### src/vcs_params.svh
// Constants for the voice codec serial port: lengths, codes, offsets
`ifndef VCS_PARAMS_SVH
`define VCS_PARAMS_SVH

// Word lengths in serial bits
`define VCS_COMP_BITS    5'h08
`define VCS_LIN_BITS     5'h10
// Standby threshold in whole frames of low frame sync
`define VCS_STBY_FRAMES  24'h000005
// Cycles of steady high receive-clock pin that select fixed rate
`define VCS_STRAP_CYCLES 8'h40
// Zero codes per companding law and for linear words
`define VCS_ZERO_MU      8'hff
`define VCS_ZERO_A       8'hd5
`define VCS_ZERO_LIN     16'h0000
// Register byte offsets
`define VCS_REG_STATUS   8'h00
`define VCS_REG_CTRL     8'h04
// Status field positions
`define VCS_ST_FIXED     0
`define VCS_ST_LINEAR    1
`define VCS_ST_ALAW      2
`define VCS_ST_RX_STBY   3
`define VCS_ST_TX_STBY   4
// Control field position and reset value
`define VCS_CTRL_MUTE    0
`define VCS_CTRL_RST     1'h0

`endif

### src/vcs_pkg.sv
// Types shared by the voice codec serial port
package vcs_pkg;

  // Filtered pin levels, one bit per pin
  typedef struct packed {
    logic master_clk;
    logic rx_bclk;
    logic tx_bclk;
    logic rx_fs;
    logic tx_fs;
    logic rx_data;
    logic coding_sel;
    logic mic_n;
  } vcs_pins_t;

  // Word handed to the expanding converter
  typedef struct packed {
    logic [15:0] data;
    logic [2:0]  gain;
    logic        linear;
    logic        alaw;
  } vcs_rx_word_t;

  typedef enum logic [1:0] {
    RX_IDLE  = 2'h0,
    RX_SHIFT = 2'h1,
    RX_DONE  = 2'h3
  } vcs_rx_state_t;

  typedef enum logic {
    TX_IDLE  = 1'h0,
    TX_SHIFT = 1'h1
  } vcs_tx_state_t;

endpackage : vcs_pkg

### src/vcs_serial_port.sv
// Digital serial port of a voice-band codec with a Wishbone status port
// Contract
// - Companded words are exactly 8 bits in both directions.
// - Linear words are 16 bits: 13-bit sample then three gain/zero bits.
// - Selection pin picks the word format for both paths.
// - Companding law is fixed per variant; linear mode always available.
// - Gain bits are used only in linear mode.
// - Fixed rate: master clock also shifts transmit and receive data.
// - Variable rate: master clock never shifts serial data.
// - Receive clock pin held at supply selects fixed rate, else clocks.
// - Receive data sampled on falling edges of the active receive clock.
// - Receive path assembles one frame and hands it to the converter.
// - Transmit path shifts each converter word out serially.
// - Transmit bits driven on rising edges of the active transmit clock.
// - Channel enters standby after its frame sync is low five frames.
// - Selection pin low means linear, high means companded.
// - Mute input low forces the zero code into every transmit word.
//
// Our own choices: the placing of the registers and the Wishbone register port.
`timescale 1ns/100ps
`include "vcs_params.svh"
module vcs_serial_port #(
  parameter bit ALAW_VARIANT = 1'b0
) (
  input  wire logic                  sys_clk_i,
  input  wire logic                  rstn_i,
  input  wire logic                  master_clk_i,
  input  wire logic                  rx_bit_clock_i,
  input  wire logic                  tx_bit_clock_i,
  output logic                       tx_slot_strobe_o,
  output logic                       tx_slot_strobe_oe_o,
  input  wire logic                  rx_frame_sync_i,
  input  wire logic                  tx_frame_sync_i,
  input  wire logic                  rx_data_i,
  output logic                       tx_data_o,
  output logic                       tx_data_oe_o,
  input  wire logic                  coding_select_i,
  input  wire logic                  mic_silence_n_i,
  output vcs_pkg::vcs_rx_word_t      rx_word_o,
  output logic                       rx_valid_o,
  input  wire logic [15:0]           tx_sample_i,
  output logic                       tx_taken_o,
  output logic                       rx_standby_o,
  output logic                       tx_standby_o,
  input  wire logic                  wb_cyc_i,
  input  wire logic                  wb_stb_i,
  input  wire logic                  wb_we_i,
  input  wire logic [7:0]            wb_adr_i,
  input  wire logic [3:0]            wb_sel_i,
  input  wire logic [31:0]           wb_dat_i,
  output logic [31:0]                wb_dat_o,
  output logic                       wb_ack_o
);

  // Pin synchronisers: three stages, accepted when stages two and three agree
  logic [7:0]         pin_raw;
  logic [7:0]         s1_q, s2_q, s3_q, filt_q, filt_d, prev_q;
  vcs_pkg::vcs_pins_t pin_q, pin_prev;
  assign pin_raw = {master_clk_i, rx_bit_clock_i, tx_bit_clock_i,
                    rx_frame_sync_i, tx_frame_sync_i, rx_data_i,
                    coding_select_i, mic_silence_n_i};
  always_comb filt_d = (~(s2_q ^ s3_q) & s3_q) | ((s2_q ^ s3_q) & filt_q);
  always_ff @(posedge sys_clk_i or negedge rstn_i) begin
    if (!rstn_i) begin
      s1_q   <= 8'h00;
      s2_q   <= 8'h00;
      s3_q   <= 8'h00;
      filt_q <= 8'h00;
      prev_q <= 8'h00;
    end else begin
      s1_q   <= pin_raw;
      s2_q   <= s1_q;
      s3_q   <= s2_q;
      filt_q <= filt_d;
      prev_q <= filt_q;
    end
  end
  assign pin_q    = filt_q;
  assign pin_prev = prev_q;

  // Edges of filtered pins
  logic mclk_rise, mclk_fall, rxclk_fall, txclk_rise, rx_fs_rise, tx_fs_rise;
  assign mclk_rise  = pin_q.master_clk & ~pin_prev.master_clk;
  assign mclk_fall  = ~pin_q.master_clk & pin_prev.master_clk;
  assign rxclk_fall = ~pin_q.rx_bclk & pin_prev.rx_bclk;
  assign txclk_rise = pin_q.tx_bclk & ~pin_prev.tx_bclk;
  assign rx_fs_rise = pin_q.rx_fs & ~pin_prev.rx_fs;
  assign tx_fs_rise = pin_q.tx_fs & ~pin_prev.tx_fs;

  // Rate strap: a receive-clock pin held high selects fixed rate
  logic [7:0] strap_cnt_q, strap_cnt_d;
  logic       fixed_q, fixed_d;
  always_comb begin
    strap_cnt_d = strap_cnt_q;
    fixed_d     = fixed_q;
    if (!pin_q.rx_bclk) begin
      strap_cnt_d = 8'h00;
      fixed_d     = 1'b0;
    end else if (strap_cnt_q == `VCS_STRAP_CYCLES) begin
      fixed_d     = 1'b1;
    end else begin
      strap_cnt_d = strap_cnt_q + 8'h01;
    end
  end
  always_ff @(posedge sys_clk_i or negedge rstn_i) begin
    if (!rstn_i) begin
      strap_cnt_q <= 8'h00;
      fixed_q     <= 1'b0;
    end else begin
      strap_cnt_q <= strap_cnt_d;
      fixed_q     <= fixed_d;
    end
  end

  // Active bit clocks per rate mode
  logic rx_fall, tx_rise;
  assign rx_fall = fixed_q ? mclk_fall : rxclk_fall;
  assign tx_rise = fixed_q ? mclk_rise : txclk_rise;

  // Control register and mute
  logic ctrl_mute_q, ctrl_mute_d, mute;
  assign mute = ~pin_q.mic_n | ctrl_mute_q;

  // Frame-sync standby detectors, receive is channel 0, transmit channel 1
  logic [1:0] fs_lvl, fs_rise, stby;
  assign fs_lvl  = {pin_q.tx_fs, pin_q.rx_fs};
  assign fs_rise = {tx_fs_rise, rx_fs_rise};
  for (genvar g = 0; g < 2; g++) begin : g_stby
    logic [23:0] per_q, per_d, since_q, since_d, low_q, low_d;
    logic        stby_q, stby_d;
    // Measure frame period and low time, flag after five low frames
    always_comb begin
      per_d   = per_q;
      stby_d  = stby_q;
      since_d = (since_q == 24'hffffff) ? since_q : since_q + 24'h000001;
      low_d   = fs_lvl[g] ? 24'h000000 :
                (low_q == 24'hffffff) ? low_q : low_q + 24'h000001;
      if (fs_rise[g]) begin
        per_d   = since_q;
        since_d = 24'h000000;
        stby_d  = 1'b0;
      end else if (!fs_lvl[g] && per_q != 24'h000000 &&
                   low_q >= per_q * `VCS_STBY_FRAMES) begin
        stby_d  = 1'b1;
      end
    end
    always_ff @(posedge sys_clk_i or negedge rstn_i) begin
      if (!rstn_i) begin
        per_q   <= 24'h000000;
        since_q <= 24'h000000;
        low_q   <= 24'h000000;
        stby_q  <= 1'b1;
      end else begin
        per_q   <= per_d;
        since_q <= since_d;
        low_q   <= low_d;
        stby_q  <= stby_d;
      end
    end
    assign stby[g] = stby_q;

  end
  assign rx_standby_o = stby[0];
  assign tx_standby_o = stby[1];

  // Receive shifter: MSB first from frame sync, word handed on completion
  vcs_pkg::vcs_rx_state_t rx_st_q, rx_st_d;
  vcs_pkg::vcs_rx_word_t  rx_word_q, rx_word_d;
  logic [15:0] rx_sr_q, rx_sr_d;
  logic [4:0]  rx_cnt_q, rx_cnt_d, rx_len;
  logic        rx_lin_q, rx_lin_d, rx_valid_q, rx_valid_d;
  assign rx_len = rx_lin_q ? `VCS_LIN_BITS : `VCS_COMP_BITS;
  always_comb begin
    rx_st_d    = rx_st_q;
    rx_sr_d    = rx_sr_q;
    rx_cnt_d   = rx_cnt_q;
    rx_lin_d   = rx_lin_q;
    rx_word_d  = rx_word_q;
    rx_valid_d = 1'b0;
    case (rx_st_q)
      vcs_pkg::RX_IDLE: begin
        if (rx_fs_rise) begin
          rx_st_d  = vcs_pkg::RX_SHIFT;
          rx_cnt_d = 5'h00;
          rx_lin_d = ~pin_q.coding_sel;
        end
      end
      vcs_pkg::RX_SHIFT: begin
        if (rx_fall) begin
          rx_sr_d  = {rx_sr_q[14:0], pin_q.rx_data};
          rx_cnt_d = rx_cnt_q + 5'h01;
          if (rx_cnt_q + 5'h01 == rx_len) begin
            rx_st_d = vcs_pkg::RX_DONE;
          end
        end
      end
      vcs_pkg::RX_DONE: begin
        rx_valid_d       = ~stby[0];
        rx_word_d.linear = rx_lin_q;
        rx_word_d.alaw   = ALAW_VARIANT;
        if (rx_lin_q) begin
          rx_word_d.data = {3'h0, rx_sr_q[15:3]};
          rx_word_d.gain = rx_sr_q[2:0];
        end else begin
          rx_word_d.data = {8'h00, rx_sr_q[7:0]};
          rx_word_d.gain = 3'h0;
        end
        rx_st_d = vcs_pkg::RX_IDLE;
      end
      default: rx_st_d = vcs_pkg::RX_IDLE;
    endcase
  end
  always_ff @(posedge sys_clk_i or negedge rstn_i) begin
    if (!rstn_i) begin
      rx_st_q    <= vcs_pkg::RX_IDLE;
      rx_sr_q    <= 16'h0000;
      rx_cnt_q   <= 5'h00;
      rx_lin_q   <= 1'b0;
      rx_word_q  <= '0;
      rx_valid_q <= 1'b0;
    end else begin
      rx_st_q    <= rx_st_d;
      rx_sr_q    <= rx_sr_d;
      rx_cnt_q   <= rx_cnt_d;
      rx_lin_q   <= rx_lin_d;
      rx_word_q  <= rx_word_d;
      rx_valid_q <= rx_valid_d;
    end
  end
  assign rx_word_o  = rx_word_q;
  assign rx_valid_o = rx_valid_q;

  // Transmit shifter: word loaded at frame sync, bits driven on rising edges
  vcs_pkg::vcs_tx_state_t tx_st_q, tx_st_d;
  logic [15:0] tx_sr_q, tx_sr_d, tx_zero;
  logic [4:0]  tx_cnt_q, tx_cnt_d, tx_len;
  logic        tx_lin_q, tx_lin_d, dout_q, dout_d, oe_q, oe_d;
  logic        taken_q, taken_d;
  assign tx_len  = tx_lin_q ? `VCS_LIN_BITS : `VCS_COMP_BITS;
  assign tx_zero = ~pin_q.coding_sel ? `VCS_ZERO_LIN :
                   {(ALAW_VARIANT ? `VCS_ZERO_A : `VCS_ZERO_MU), 8'h00};
  always_comb begin
    tx_st_d  = tx_st_q;
    tx_sr_d  = tx_sr_q;
    tx_cnt_d = tx_cnt_q;
    tx_lin_d = tx_lin_q;
    dout_d   = dout_q;
    oe_d     = oe_q;
    taken_d  = 1'b0;
    case (tx_st_q)
      vcs_pkg::TX_IDLE: begin
        if (tx_fs_rise) begin
          tx_st_d  = vcs_pkg::TX_SHIFT;
          tx_cnt_d = 5'h00;
          tx_lin_d = ~pin_q.coding_sel;
          taken_d  = 1'b1;
          if (mute) begin
            tx_sr_d = tx_zero;
          end else if (~pin_q.coding_sel) begin
            tx_sr_d = {tx_sample_i[12:0], 3'h0};
          end else begin
            tx_sr_d = {tx_sample_i[7:0], 8'h00};
          end
        end
      end
      vcs_pkg::TX_SHIFT: begin
        if (tx_rise) begin
          if (tx_cnt_q == tx_len) begin
            tx_st_d = vcs_pkg::TX_IDLE;
            oe_d    = 1'b0;
          end else begin
            dout_d   = tx_sr_q[15];
            tx_sr_d  = {tx_sr_q[14:0], 1'b0};
            tx_cnt_d = tx_cnt_q + 5'h01;
            oe_d     = 1'b1;
          end
        end
      end
      default: tx_st_d = vcs_pkg::TX_IDLE;
    endcase
  end
  always_ff @(posedge sys_clk_i or negedge rstn_i) begin
    if (!rstn_i) begin
      tx_st_q  <= vcs_pkg::TX_IDLE;
      tx_sr_q  <= 16'h0000;
      tx_cnt_q <= 5'h00;
      tx_lin_q <= 1'b0;
      dout_q   <= 1'b0;
      oe_q     <= 1'b0;
      taken_q  <= 1'b0;
    end else begin
      tx_st_q  <= tx_st_d;
      tx_sr_q  <= tx_sr_d;
      tx_cnt_q <= tx_cnt_d;
      tx_lin_q <= tx_lin_d;
      dout_q   <= dout_d;
      oe_q     <= oe_d;
      taken_q  <= taken_d;
    end
  end
  assign tx_data_o           = dout_q;
  assign tx_data_oe_o        = oe_q;
  assign tx_taken_o          = taken_q;
  assign tx_slot_strobe_o    = 1'b0; // Open drain, pulls low only
  assign tx_slot_strobe_oe_o = fixed_q & oe_q;

  // Wishbone slave: ack one cycle after request, dropped the cycle after
  logic        ack_q, ack_d;
  logic [31:0] rdat_q, rdat_d;
  always_comb begin
    ack_d       = wb_cyc_i & wb_stb_i & ~ack_q;
    rdat_d      = 32'h00000000;
    ctrl_mute_d = ctrl_mute_q;
    if (ack_d && !wb_we_i) begin
      case (wb_adr_i)
        `VCS_REG_STATUS: begin
          rdat_d[`VCS_ST_FIXED]   = fixed_q;
          rdat_d[`VCS_ST_LINEAR]  = ~pin_q.coding_sel;
          rdat_d[`VCS_ST_ALAW]    = ALAW_VARIANT;
          rdat_d[`VCS_ST_RX_STBY] = stby[0];
          rdat_d[`VCS_ST_TX_STBY] = stby[1];
        end
        `VCS_REG_CTRL: rdat_d[`VCS_CTRL_MUTE] = ctrl_mute_q;
        default: rdat_d = 32'h00000000;
      endcase
    end
    if (ack_q && wb_cyc_i && wb_stb_i && wb_we_i && wb_sel_i[0] &&
        wb_adr_i == `VCS_REG_CTRL) begin
      ctrl_mute_d = wb_dat_i[`VCS_CTRL_MUTE];
    end
  end
  always_ff @(posedge sys_clk_i or negedge rstn_i) begin
    if (!rstn_i) begin
      ack_q       <= 1'b0;
      rdat_q      <= 32'h00000000;
      ctrl_mute_q <= `VCS_CTRL_RST;
    end else begin
      ack_q       <= ack_d;
      rdat_q      <= rdat_d;
      ctrl_mute_q <= ctrl_mute_d;
    end
  end
  assign wb_ack_o = ack_q;
  assign wb_dat_o = rdat_q;
endmodule : vcs_serial_port

### config.mk
export PLATFORM = sky130hd
export DESIGN_NAME = vcs_serial_port
export DESIGN_NICKNAME = d
export VERILOG_FILES = /design/src/vcs_pkg.sv /design/src/vcs_serial_port.sv
export VERILOG_INCLUDE_DIRS = /design/src
export SDC_FILE = /design/constraint.sdc
export NUM_CORES = 1
export LEC_CHECK = 0
export ABC_AREA = 1
export BUFFER_PORTS_ARGS = -buffer_cell sky130_fd_sc_hd__buf_2
export CAP_MARGIN = 10
export CORE_ASPECT_RATIO = 1.25
export CORE_MARGIN = 1
export CORE_UTILIZATION = 45
export CTS_CLUSTER_SIZE = 28
export DETAILED_ROUTE_END_ITERATION = 16
export GPL_TIMING_DRIVEN = 0
export REMOVE_ABC_BUFFERS = 1
export SKIP_CTS_REPAIR_TIMING = 1
export SKIP_LAST_GASP = 1
export SLEW_MARGIN = 25
export SYNTH_ARGS = -nofsm -noshare
export SYNTH_HDL_FRONTEND = slang
export SYNTH_SLANG_ARGS = --single-unit
### constraint.sdc
create_clock -name sys_clk_i -period 7.8 [get_ports sys_clk_i]
set_input_delay 0.78 -clock sys_clk_i [delete_from_list [all_inputs] [get_ports sys_clk_i]]
set_output_delay 0.78 -clock sys_clk_i [all_outputs]
set_load 0.02 [all_outputs]
-- Word level (Yosys, flattened, before mapping)
Index checks and enable logic that the tools add are counted.
- register bits after elaboration: 300
- input port bits: 73
- output and inout bits: 62
- logic and storage cells: 169
- add/sub/neg operators: 7
- $mul: 2
- order comparisons: 2
- equal/unequal tests: 22
- mux-type cells: 48
- bitwise operators: 27
- reductions and logical operators: 28
- operator list (operator ; count):
    $mux W24 ; 8
    $mux W16 ; 7
    $add A24 B1 Y24 const B ; 4
    $eq A24 B24 Y1 const B ; 4
    $ge A24 B24 Y1 ; 2
    $mul A24 B3 Y24 const B ; 2
    $reduce_bool A24 Y1 ; 2
    $mux W5 ; 8
    $pmux W16 S2 ; 1
    $ne A2 B2 Y1 const B ; 11
    $pmux W5 S2 ; 2
    $and A8 B8 Y8 ; 2
    $mux W8 ; 2
    $mux W1 ; 13
    $not A1 Y1 ; 12
    $reduce_and A3 Y1 ; 4
    $add A5 B1 Y5 const B ; 2
    $eq A5 B5 Y1 ; 2
    $logic_and A1 B1 Y1 ; 10
    $and A1 B1 Y1 ; 9
    $add A8 B1 Y8 const B ; 1
    $eq A8 B3 Y1 const B ; 1
    $eq A8 B7 Y1 const B ; 1
    $logic_not A8 Y1 ; 1
    15 further kinds ; 25

-- Logic depth before layout (Yosys ltp)
- depth in word-level cells: 5
- mapped depth: 22

-- Worst setup path before layout
Ideal clock, no wire load.
- path kind: flip-flop to flip-flop
- start point: reg g_stby[1].per_q[3]
- end point: reg g_stby[1].stby_q, in the netlist tx_standby_o
- library setup time: 0.075 ns
- arrival time: 2.803 ns
- required time: 7.725 ns
- setup slack: 4.921 ns
- cell stages (with the launch flop): 22
- path through: dfrtp_1 > ha_1 > ha_1 > inv_1 > fa_1 > nor2_1 > nor2_1 > o21ai_0 > nand3b_1 > nand3b_1 > nand2_1 > ha_1 > nand2_1 > nand2_1 > nand2_1 > nand2_1 > nand2_1 > nand2_1 > a21oi_1 > nand2_1 > nand2_1 > nand2_1
- cells in the longest elaborated chain, start to end: 4
- RTL lines (element ; RTL line ; text):
    start, declared ; vcs_serial_port.sv:129 ; logic [23:0] per_q, per_d, since_q, since_d, low_q, low_d;
    start signal, assigned ; vcs_serial_port.sv:154 ; per_q <= per_d;
    $mul A24 B3 Y24 (no line) / $reduce_bool A24 Y1 (equally long branches) ; - ;
    $ge A24 B24 Y1 (no line) / $logic_and A1 B1 Y1 (equally long branches) ; - ;
    $logic_and A1 B1 Y1 (no line) * ; - ;
    $reduce_bool A2 Y1 (no line) * ; - ;
    end signal, assigned ; vcs_serial_port.sv:157 ; stby_q <= stby_d;
    end, declared ; vcs_serial_port.sv:130 ; logic stby_q, stby_d;
Every way passes the cells marked *; elsewhere a longest branch is shown, timed or not.
A chain may end at the register's enable or synchronous reset.

-- Worst setup path in the final report
- start point: reg g_stby[0].per_q[3]
- end point: reg g_stby[0].stby_q, in the netlist rx_standby_o
- cells in the longest elaborated chain, start to end: 4
- RTL lines (element ; RTL line):
    start, declared ; vcs_serial_port.sv:129
    start signal, assigned ; vcs_serial_port.sv:154
    $mul A24 B3 Y24 (no line) / $reduce_bool A24 Y1 (equally long branches) ; -
    $ge A24 B24 Y1 (no line) / $logic_and A1 B1 Y1 (equally long branches) ; -
    $logic_and A1 B1 Y1 (no line) * ; -
    $reduce_bool A2 Y1 (no line) * ; -
    end signal, assigned ; vcs_serial_port.sv:157
    end, declared ; vcs_serial_port.sv:130
Marked as above.

==> key figures <==
Floorplanning
  – Initial cell density of the core: 0.459
  – Rows: 79
  – Total Die Area: roughly 40000 um2
  – Die X: between 150 and 200 um
  – Total I/O pin count: roughly 140
  – Core box area: between 30000 and 40000 um2
  – Die Ht: 220 um

Yosys
  – Post-synth EDFFs: 0
  – Mapped Cells: 2334
  – Mean instance size in the synthesized netlist: 7.35 um2
  – Number of unique standard cell types used by synthesis: 43
  – Ys Warns: 0
  – Share of synthesized flip-flops with an asynchronous set or reset: 1.00
  – Most area-hungry cell type in the Yosys netlist: dfrtp_1
  – Area of the mapped netlist: ~17000 um2
  – Top flip-flop cell by instance count after synthesis: dfrtp_1
  – Synth area leaders: dfrtp_1 38%, nand2_1 14%, ha_1 10%, inv_1 7.1%, nand3_1 4.9%
  – Share of the synthesized area in the top cell type: 0.381
  – Seq/Total Area, Yosys: 0.384
  – FF+latch count, synth: 263

Worst setup path
  – Cell count of the worst reg-to-reg path: 21
  – Required time of the critical path: 8.30 ns
  – CP Class: register to register
  – Critical path launch point type: register
  – Nature of the critical path endpoint: register
  – Maximum fanout along the worst path: 4
  – CP arrival: 3.99 ns
  – Register-to-register path setup slack: 4.32 ns

Pwr
  – Peak supply drop: 0.172 mV
  – Power Density: about 200 nW/um2
  – Leak: 9.74 nW
  – Power Total: about 0.0037 W

GRT
  – Number of antenna violations at the first check in global routing: 0
  – Global-route wire length before repair: 69.0 mm
  – Global route overflow: 0
  – Pin count of the biggest net entering global routing: 91
  – Total routing resource utilization after global routing: 0.217
  – Via count of the first global-routing pass: between 10000 and 15000

Timing
  – RSZ-0062 raised after global routing: false
  – Final hold viol count: 0
  – Clk_skew: 0.00912 ns
  – Slew @ Worst Pin: about 0.97 ns
  – Post-route minimum period: 3.48 ns
  – Final Max Tran Viols: 0
  – Fin Setup TNS: 0 ns
  – Fmax achieved: 287 MHz
  – Final Cycle Share: 0.447
  – Final setup fails: 0
  – Max transition margin: 0.354

Final layout
  – Leading cell type in the layout, fill and taps excluded: nand2_1
  – Share of cells above drive strength 1: 0.0704
  – Post-route design area: ~19000 um2
  – Filler Cell Count: 3723
  – NumNets Final: 2605
  – Inserted Diodes: 0
  – Highest-count cells in the layout ignoring fill and taps: 645 x nand2_1, 326 x inv_1, 261 x dfrtp_1
  – Synthesis-to-layout area growth: 9.64%
  – Cell Count, Final, Fillers Out: 2900

Clock network
  – Clk root buf: clkbuf_16
  – CTS tree: built
  – Clock latency on the worst-skew pair: 0.56 ns
  – Number of buffers inserted during clock tree synthesis: 29
  – Number of clock sinks: approximately 260
  – CTS H-Tree Depth: 1
  – Register clock-pin slew on the reported worst setup and hold paths: 0.06 ns
  – Buffer depth of the longest clock path: 3

Run status
  – Outcome: completed

Drt
  – Remaining design rule violation count: 0
  – Final routed wirelength across all metal layers: between 40 and 50 mm
  – DRT Pass-1 Iters: 7
  – Via total after detailed routing: 14800
  – Wirelength per Cell: 14.1 um
  – Detail Route Antenna Nets: 0
  – Vias per cell: just over 5
  – Initial drt markers: 629

Placed design
  – Area after DPL: 17800 um2
  – Post-DP HPWL: around 31 mm
  – I/O Buffers: 64
  – GP Congestion: 0.903
  – Cell count after placement: between 2000 and 3000

Job
  – Max-cap check violation count: 0

Hold path
  – Hold Crit Class: primary input to asynchronous set/reset pin
## logic make-up (layout without fill, tap and decap cells)
logic type | after synthesis | in the layout | synth area share
other cells | 1 | 33 | 0.000219
buf+inv | 408 | 456 | 0.0996
fa+ha+maj | 149 | 149 | 0.108
flops | 263 | 263 | 0.384
compound gates | 278 | 278 | 0.0892
xor+xnor | 32 | 32 | 0.0163
simple gates | 1203 | 1203 | 0.302
## registers in the layout (all words and copies together) (netlist names), 4 cells and up, named ones only
name,cells
tx_sr_q,13
wb_dat_o,4
rx_sr_q,16
g_stby.since_q,48
g_stby.per_q,48
s1_q,8
tx_cnt_q,5
rx_word_o,17
s2_q,8
rx_cnt_q,5
g_stby.low_q,48
pin_prev,5
s3_q,8
strap_cnt_q,8
## per-layer routing
layer | global-route usage | routed length (um) | vias to the layer above | part of all wire
li1 | - | - | 7615 | -
met4 | 0.0756 | 1260 | 0 | 0.031
met1 | 0.257 | 17700 | 6858 | 0.43
met2 | 0.403 | 20800 | 249 | 0.51
met3 | 0.0244 | 1300 | 77 | 0.032
met5 | 0 | 0 | - | 0
## final timing paths
| path | from | to |
|---|---|---|
| max | g_stby[0].per_q[3]$_DFFE_PN0P_ | rx_standby_o$_DFFE_PN1P_ |
| max reg2reg | g_stby[0].per_q[3]$_DFFE_PN0P_ | rx_standby_o$_DFFE_PN1P_ |
| max in group asynchronous | rstn_i | asynchronous set/reset pin |
| min in group sys_clk_i | master_clk_i | s1_q[7]$_DFF_PN0_ |
| min | rstn_i | g_stby[1].low_q[21]$_DFFE_PN0P_ |
| min reg2reg | s1_q[1]$_DFF_PN0_ | s2_q[1]$_DFF_PN0_ |
## synth_stat cells (9+ instances only)
master,count
clkbuf_1,22
or2_2,15
xor2_1,19
a22oi_1,9
dfrtp_1,261
nand2_1,645
xnor2_1,13
nand3_1,168
a21oi_1,76
inv_1,326
nand4_1,56
nor3_1,47
ha_1,139
buf_4,36
nand3b_1,14
o31ai_1,22
nand2_2,13
o21ai_0,143
nor2_1,223
## per-stage QoR
stage / setup slack, ns / hold slack, ns / util
after CTS: 4.29 / 0.00254 / 0.503
after global routing: 3.89 / 0.0190 / 0.503
after detailed placement: 4.32 / 0.335 / 0.478
final: 4.32 / 0.0316 / 0.503
after global placement: 0.955 / 0.333 / 0.475
after floorplan: 4.92 / 0.331 / -
## worst max-delay path, cell delays in order, from the launching register on
cell	delay, ns
dfrtp_1	0.41
ha_1	0.30
ha_1	0.25
inv_1	0.08
fa_1	0.40
inv_1	0.11
nand3_1	0.10
nand3_1	0.21
nand3_1	0.18
nand3_1	0.12
nand2_1	0.05
nand2_1	0.06
inv_1	0.05
ha_1	0.29
nand2_1	0.06
nor2_1	0.15
nand4_1	0.13
nor2_1	0.13
nand2_1	0.06
nand3_1	0.10
nand2_1	0.11
nand2_1	0.08
## report_power, final
part	switching (W)	leakage, nW	internal, W
Sequential	0.000149	3.51	0.00152
Combinational	0.000457	5.76	0.000250
Clock	0.000580	0.470	0.000782
## final cells by class
class | instances | area (um2) | share of cell area
Timing Repair Buffer | 68 | 433 | 0.0230
Clock buffer | 37 | 786 | 0.0418
Multi-Input combinational cell | 1695 | 8980 | 0.478
Clock inverter | 17 | 153 | 0.00812
Tap cell | 486 | 608 | 0.0323
Sequential cell | 263 | 6580 | 0.350
Inverter | 334 | 1250 | 0.0667
(Power assumes the default switching activity.)
